<file path="config.mk">
export PLATFORM = sky130hd
export DESIGN_NAME = adcr_control
export DESIGN_NICKNAME = d
export VERILOG_FILES = /design/src/hdl/adcr_pkg.sv /design/src/hdl/adcr_control.sv
export SDC_FILE = /design/constraint.sdc
export NUM_CORES = 1
export LEC_CHECK = 0
export BUFFER_PORTS_ARGS = -buffer_cell sky130_fd_sc_hd__buf_2
export CAP_MARGIN = 15
export CORE_ASPECT_RATIO = 0.5
export CORE_MARGIN = 1
export CORE_UTILIZATION = 49
export DETAILED_ROUTE_END_ITERATION = 16
export PLACE_DENSITY = 0.91
export SLEW_MARGIN = 20
export SYNTH_ARGS = -nofsm -noshare
export SYNTH_HDL_FRONTEND = slang
export SYNTH_SLANG_ARGS = --single-unit
</file>
<file path="constraint.sdc">
create_clock -name mclk -period 2.25 [get_ports mclk]
set_input_delay 0.225 -clock mclk [delete_from_list [all_inputs] [get_ports mclk]]
set_output_delay 0.225 -clock mclk [all_outputs]
set_load 0.02 [all_outputs]
</file>
<file path="src/hdl/adcr_pkg.sv">
// package: register map, field layout and analog select codes for adc control
package adcr_pkg;

  localparam logic [11:0] ADDR_CONV_CONTROL = 12'h000;
  localparam logic [11:0] ADDR_INPUT_CLOCK = 12'h004;
  localparam logic [11:0] ADDR_REF_GAIN = 12'h008;
  localparam logic [11:0] ADDR_BANDGAP = 12'h00C;
  localparam logic [11:0] ADDR_RESULT_LOW = 12'h010;
  localparam logic [11:0] ADDR_RESULT_HIGH = 12'h014;

  localparam int START_BIT = 7;
  localparam int BUSY_BIT = 6;
  localparam int ENABLE_BIT = 5;
  localparam int FORMAT_BIT = 4;

  localparam logic [7:0] CONV_CONTROL_WMASK = 8'hBF;
  localparam logic [7:0] INPUT_CLOCK_MASK = 8'hF7;
  localparam logic [7:0] REF_GAIN_MASK = 8'h9F;
  localparam logic [7:0] BANDGAP_MASK = 8'h01;
  localparam logic [7:0] REG_RESET = 8'h00;

  // conversion length in converter clock periods
  localparam int CONV_TICKS = 16;
  localparam logic [4:0] CONV_TICKS_LAST = 5'(CONV_TICKS - 1);

  typedef enum logic [3:0] {
    AIN_EXTERNAL,
    AIN_SUPPLY,
    AIN_SUPPLY_HALF,
    AIN_SUPPLY_QUARTER,
    AIN_AMP,
    AIN_AMP_HALF,
    AIN_AMP_QUARTER,
    AIN_GROUND
  } adcr_ain_type;

  typedef enum logic [1:0] {
    REF_SUPPLY,
    REF_EXTERNAL,
    REF_AMP
  } adcr_ref_type;

  typedef struct packed {
    logic converter_on;
    logic [15:0] external_channel_onehot;
    adcr_ain_type internal_source;
    adcr_ref_type reference;
    logic ext_reference_connect;
    logic gain_amp_on;
    logic gain_amp_from_bandgap;
    logic [1:0] gain_select;
    logic bandgap_on;
    logic conv_clock_tick;
  } adcr_analog_type;

endpackage

</file>
<file path="src/hdl/adcr_control.sv">
// adcr_control: register file and conversion sequencer for the 12-bit adc
//
// Design decisions made here: the APB interface to the registers and the register addresses.
module adcr_control
  import adcr_pkg::*;
(
  input wire logic mclk,
  input wire logic rst,
  input wire logic psel,
  input wire logic penable,
  input wire logic pwrite,
  input wire logic [11:0] paddr,
  input wire logic [31:0] pwdata,
  input wire logic [3:0] pstrb,
  output logic [31:0] prdata,
  output logic pready,
  output logic pslverr,
  input wire logic [11:0] core_result,
  output adcr_analog_type analog_ctl,
  output logic conversion_done
);

  logic [7:0] conversion_control;
  logic [7:0] input_and_clock_select;
  logic [7:0] reference_and_gain_control;
  logic [7:0] bandgap_control;
  logic [7:0] result_high_byte;
  logic [7:0] result_low_byte;
  logic conversion_busy;
  logic start_armed;
  logic start_pulse;
  logic [6:0] div_count;
  logic clk_tick;
  logic [4:0] tick_count;
  logic finish;

  logic wr_en;
  logic rd_addr_ok;
  logic [7:0] wbyte;

  assign wr_en = psel && penable && pwrite && pstrb[0];
  assign wbyte = pwdata[7:0];
  assign pready = 1'b1;

  always_comb begin
    unique case (paddr)
      ADDR_CONV_CONTROL, ADDR_INPUT_CLOCK, ADDR_REF_GAIN, ADDR_BANDGAP,
      ADDR_RESULT_LOW, ADDR_RESULT_HIGH: rd_addr_ok = 1'b1;
      default: rd_addr_ok = 1'b0;
    endcase
  end

  // unmapped addresses answer with an error; writes to results are refused
  assign pslverr = psel && penable && (!rd_addr_ok ||
    (pwrite && (paddr == ADDR_RESULT_LOW || paddr == ADDR_RESULT_HIGH)));

  logic [7:0] conv_view;
  always_comb begin
    conv_view = conversion_control;
    conv_view[BUSY_BIT] = conversion_busy;
  end

  always_ff @(posedge mclk) begin
    if (rst) begin
      prdata <= 32'h0000_0000;
    end else if (psel && !penable) begin
      unique case (paddr)
        ADDR_CONV_CONTROL: prdata <= {24'h00_0000, conv_view};
        ADDR_INPUT_CLOCK: prdata <= {24'h00_0000, input_and_clock_select};
        ADDR_REF_GAIN: prdata <= {24'h00_0000, reference_and_gain_control};
        ADDR_BANDGAP: prdata <= {24'h00_0000, bandgap_control};
        ADDR_RESULT_LOW: prdata <= {24'h00_0000, result_low_byte};
        ADDR_RESULT_HIGH: prdata <= {24'h00_0000, result_high_byte};
        default: prdata <= 32'h0000_0000;
      endcase
    end
  end

  // masks keep unimplemented bits at zero and busy out of software reach
  always_ff @(posedge mclk) begin
    if (rst) begin
      conversion_control <= REG_RESET;
      input_and_clock_select <= REG_RESET;
      reference_and_gain_control <= REG_RESET;
      bandgap_control <= REG_RESET;
    end else if (wr_en) begin
      unique case (paddr)
        ADDR_CONV_CONTROL:
          conversion_control <= wbyte & CONV_CONTROL_WMASK;
        ADDR_INPUT_CLOCK:
          input_and_clock_select <= wbyte & INPUT_CLOCK_MASK;
        ADDR_REF_GAIN:
          reference_and_gain_control <= wbyte & REF_GAIN_MASK;
        ADDR_BANDGAP:
          bandgap_control <= wbyte & BANDGAP_MASK;
        default: ;
      endcase
    end
  end

  // a high written to start arms; the following low write fires if it leaves enable set
  always_ff @(posedge mclk) begin
    if (rst) begin
      start_armed <= 1'b0;
    end else begin
      start_armed <= conversion_control[START_BIT];
    end
  end
  assign start_pulse = start_armed && !conversion_control[START_BIT]
    && conversion_control[ENABLE_BIT];

  // divider runs while the converter is enabled and is held at zero otherwise; tick marks one converter clock period
  always_ff @(posedge mclk) begin
    if (rst || !conversion_control[ENABLE_BIT]) begin
      div_count <= 7'h00;
    end else begin
      div_count <= div_count + 7'h01;
    end
  end

  logic [6:0] div_mask;
  assign div_mask = 7'((8'h01 << input_and_clock_select[2:0]) - 8'h01);
  assign clk_tick = conversion_control[ENABLE_BIT] &&
    ((div_count & div_mask) == div_mask);

  assign finish = conversion_busy && clk_tick && tick_count == CONV_TICKS_LAST;

  always_ff @(posedge mclk) begin
    if (rst) begin
      conversion_busy <= 1'b0;
      tick_count <= 5'h00;
    end else if (start_pulse) begin
      conversion_busy <= 1'b1;
      tick_count <= 5'h00;
    end else if (!conversion_control[ENABLE_BIT] || finish) begin
      conversion_busy <= 1'b0;
    end else if (conversion_busy && clk_tick) begin
      tick_count <= tick_count + 5'h01;
    end
  end

  always_ff @(posedge mclk) begin
    if (rst) begin
      result_high_byte <= 8'h00;
      result_low_byte <= 8'h00;
    end else if (finish && conversion_control[ENABLE_BIT]) begin
      if (conversion_control[FORMAT_BIT]) begin
        result_high_byte <= {4'h0, core_result[11:8]};
        result_low_byte <= core_result[7:0];
      end else begin
        result_high_byte <= core_result[11:4];
        result_low_byte <= {core_result[3:0], 4'h0};
      end
    end
  end

  always_ff @(posedge mclk) begin
    if (rst) begin
      conversion_done <= 1'b0;
    end else begin
      conversion_done <= finish;
    end
  end

  // analog routing decode
  logic [3:0] src;
  logic ext_path;
  assign src = input_and_clock_select[7:4];
  assign ext_path = (src == 4'h0) || (src == 4'h4) || (src[3:2] == 2'b11);

  genvar ch;
  generate
    for (ch = 0; ch < 16; ch++) begin : g_chan
      assign analog_ctl.external_channel_onehot[ch] = ext_path &&
        conversion_control[3:0] == 4'(ch);
    end
  endgenerate

  always_comb begin
    unique case (src)
      4'h1: analog_ctl.internal_source = AIN_SUPPLY;
      4'h2: analog_ctl.internal_source = AIN_SUPPLY_HALF;
      4'h3: analog_ctl.internal_source = AIN_SUPPLY_QUARTER;
      4'h5: analog_ctl.internal_source = AIN_AMP;
      4'h6: analog_ctl.internal_source = AIN_AMP_HALF;
      4'h7: analog_ctl.internal_source = AIN_AMP_QUARTER;
      4'h8, 4'h9, 4'hA, 4'hB: analog_ctl.internal_source = AIN_GROUND;
      default: analog_ctl.internal_source = AIN_EXTERNAL;
    endcase
  end

  always_comb begin
    unique case (reference_and_gain_control[3:2])
      2'b00: analog_ctl.reference = REF_SUPPLY;
      2'b01: analog_ctl.reference = REF_EXTERNAL;
      default: analog_ctl.reference = REF_AMP;
    endcase
  end

  assign analog_ctl.ext_reference_connect =
    reference_and_gain_control[3:2] == 2'b01;
  assign analog_ctl.converter_on = conversion_control[ENABLE_BIT];
  assign analog_ctl.gain_amp_on = reference_and_gain_control[7];
  assign analog_ctl.gain_amp_from_bandgap =
    reference_and_gain_control[4];
  assign analog_ctl.gain_select = reference_and_gain_control[1:0];
  assign analog_ctl.bandgap_on = bandgap_control[0];
  assign analog_ctl.conv_clock_tick = clk_tick;

  // helper: cycles since start for the duration check
  logic [12:0] busy_age;
  always_ff @(posedge mclk) begin
    if (rst || !conversion_busy) begin
      busy_age <= 13'h0000;
    end else begin
      busy_age <= busy_age + 13'h0001;
    end
  end

  busy_sets_a: assert property (@(posedge mclk) disable iff (rst)
    start_pulse |=> conversion_busy)
    else $error("busy not set after start");

  start_seq_a: assert property (@(posedge mclk) disable iff (rst)
    $rose(conversion_busy) |-> $past(start_armed) &&
      !$past(conversion_control[START_BIT]))
    else $error("busy rose without start sequence");

  busy_ends_a: assert property (@(posedge mclk) disable iff (rst)
    finish |=> !conversion_busy ##0 conversion_done)
    else $error("busy did not clear at end");

  busy_bound_a: assert property (@(posedge mclk) disable iff (rst)
    busy_age <= 13'h0800)
    else $error("conversion ran too long");

  result_hold_a: assert property (@(posedge mclk) disable iff (rst)
    !conversion_control[ENABLE_BIT] |=> $stable(result_high_byte) &&
      $stable(result_low_byte))
    else $error("result changed while disabled");

  left_fmt_a: assert property (@(posedge mclk) disable iff (rst)
    finish && !conversion_control[FORMAT_BIT] |=>
      result_low_byte[3:0] == 4'h0 &&
      result_high_byte == $past(core_result[11:4]))
    else $error("left format wrong");

  right_fmt_a: assert property (@(posedge mclk) disable iff (rst)
    finish && conversion_control[FORMAT_BIT] |=>
      result_high_byte[7:4] == 4'h0 &&
      result_low_byte == $past(core_result[7:0]))
    else $error("right format wrong");

  ext_off_a: assert property (@(posedge mclk) disable iff (rst)
    analog_ctl.internal_source != AIN_EXTERNAL |->
      analog_ctl.external_channel_onehot == 16'h0000)
    else $error("external path joined to internal source");

  unimpl_a: assert property (@(posedge mclk) disable iff (rst)
    input_and_clock_select[3] == 1'b0 && bandgap_control[7:1] == 7'h00 &&
      reference_and_gain_control[6:5] == 2'b00)
    else $error("unimplemented bit set");

endmodule

</file>
==> results.ini <==
[status]
outcome=finished clean

[clock_tree]
cts_made_buffers=9
root_buffer=clkbuf_16
clock-sinks=63
cts_tree=done
ctsHtreeMaxLevel=3
clk_latency_ns=0.33
postCtsHoldBufs=0
clk_transition_reported_paths_ns=0.05
cts.path.max_buffers=2

[timing]
worst_pin_slew_ns=0.7213
hold_violations=0
fmaxAchievable_mhz=479.8
fin_skew_ns=0.005777
relSlewSlack_pct=51.85
tns_ns=0
rsz0062_at_grt=false
fin_crit_ns=2.084
hold_slack_ns=0.1652
fin_crit_sh_pct=92.62
final_max_slew_viol_count=0
setup_viol=0

[finish]
post-route-util_pct=59.63
n_antenna_cell=0
nets=526
final_layout_size_suffix_gt1_share_pct=24.24
syn_to_final_growth_pct=17.30

[job]
drv_cap=0

[synthesis]
synth_flop_cell=dfxtp_1
yosysTopAreaCell=dfxtp_1
syn_avg_cell_area_um2=8.600
synth.area.top_cells=dfxtp_1 37%, mux2i_1 9.7%, buf_4 7.5%
netlist_instances=396
async_flop_share_pct=0
synth_top_area_share_pct=37.03
yosysWarnings=0
synth-seq-cells=63
synth.distinct_cells=55
synth_seq_area_share_pct=37.03
syn_area_um2=3406
synth-edff-count=0

[die]
num_rows=21
ioPinCount=130
dieWidth_um=119.9
chipHeight_um=60.95
coreArea_um2=6700
initial_utilization_pct=50.83
die-area_um2=7308

[routing]
drt-total-wl_um=8298
drc=0
ant_nets=0
drt-vias-per-instance=5.529
first_iter_violations=185
vias=3063
wl_per_cell_um=14.98
drt_pre_antenna_iters=8

[global_route]
overflow=0
grt_max_degree=28
grt_pass1_vias=2615
grt_usage_pct=23.09
grt_antenna_before_repair=0
grt_pass1_wl_um=12690

[critical_path]
worstPathArrival_ns=1.86
endpoint_kind=primary output
crit_fanout=8
start_kind=flip-flop
required_ns=2.03
crit_type=flip-flop to primary output

[placed_design]
portBuffers=76
gp_congestion=0.8405
post-dp-hpwl_um=5781

[power_and_ir_drop]
power_leakage_nw=1.684
pwr_density_cell_nw_per_um2=638.7
ir_drop_mv=0.2963

[worst_hold_path]
hp-class=primary input to flip-flop

==> where the power goes <==
group | internal, mW | switching [mW]
Sequential | 1.12 | 0.0000106
Clock | 0.829 | 0.456
Combinational | 0.0425 | 0.106
==> layer usage <==
layer	global-route usage, %	up-vias	routed length [µm]
met4	9.107	0	134
met1	29.56	1403	3646
met5	0	-	0
li1	-	1465	-
met3	7.143	23	660
met2	37.27	172	3856
==> logic make-up (layout without fill, tap and decap cells) <==
family	Yosys count	after routing	synth area share [%]
simple gates	134	134	20.35
compound gates	84	84	15.25
buf+inv	67	109	11.35
flops	63	63	37.03
mux	39	39	13.67
xor+xnor	4	4	1.029
fa+ha+maj	3	3	1.102
other cells	2	26	0.2205
==> registers in the layout, summed over array words and instances (netlist names) <==
register,count
prdata,8
result_high_byte,8
result_low_byte,8
conversion_control,7
div_count,7
input_and_clock_select,7
reference_and_gain_control,6
tick_count,5
analog_ctl,3
bandgap_control,1
conversion_busy,1
conversion_done,1
start_armed,1
==> cells in the mapped netlist, types with 3 or more instances <==
cell type   n
dfxtp_1    63
nor2_1     52
buf_4      34
mux2i_1    33
a21oi_1    29
clkbuf_1   19
nand2_1    15
o21ai_1    13
nor2b_1    10
o21ai_0    10
a211oi_1    9
nand3_1     9
nor3_1      9
nand2b_1    8
inv_1       7
buf_2       6
mux4_2      6
nand4_1     6
or3_1       5
nand4b_1    4
ha_1        3
o211ai_1    3
==> timing repair <==
item / CTS / global route
endpoints found under the setup margin: 0 / 1
resized for setup: 0 / 0
setup buffers: 0 / 1
==> critical path, cell delays in order (launching register included) <==
cell and delay [ns]:
dfxtp_1 0.39, nor3_1 0.21, a21oi_1 0.13, or3b_1 0.45
nor3_1 0.16, buf_2 0.19
==> path summary, 6_finish.rpt <==
path                                                 from               endpoint  slack [ns]  cells past startpoint
worst max-delay path            input_and_clock_select[7]         analog_ctl[17]        0.17                      5
worst min-delay path                            pwdata[3]  conversion_control[3]        0.17                      3
worst max register to register              tick_count[0]          tick_count[3]        0.20                      7
worst min register to register                  prdata[7]              prdata[7]        0.45                      2
==> final cells by class <==
cell class / count / area [µm²]
clock buffers: 15 / 277.8
fillers: 546 / 2705
inverters: 8 / 30.03
multi-input cells: 290 / 1856
flip-flops and latches: 63 / 1261
well taps: 92 / 115.1
repair buffers: 86 / 455.4
==> layout by cell type (no fill, tap or decap), types with 3 or more instances in the layout <==
cell,instances
a211oi_1,9
a21oi_1,29
buf_2,76
buf_4,10
clkbuf_1,3
clkbuf_16,9
clkbuf_8,3
conb_1,26
dfxtp_1,63
ha_1,3
inv_1,7
mux2i_1,33
mux4_2,6
nand2_1,15
nand2b_1,8
nand3_1,9
nand4_1,6
nand4b_1,4
nor2_1,52
nor2b_1,10
nor3_1,9
o211ai_1,3
o21ai_0,10
o21ai_1,13
or3_1,5
==> through the flow <==
step	cells	cell area, µm²	setup slack (ns)	total power, mW
6_report	554	3995	0.1660	2.551
5_1_grt	554	3995	0.04875	2.627
4_1_cts	553	3988	0.03795	2.555
3_5_place_dp	538	3710	0.2441	1.284
3_3_place_gp	538	3710	0.2746	1.282
2_1_floorplan	420	3496	0.3921	1.263
No activity file was read; power rests on OpenSTA's default activity.
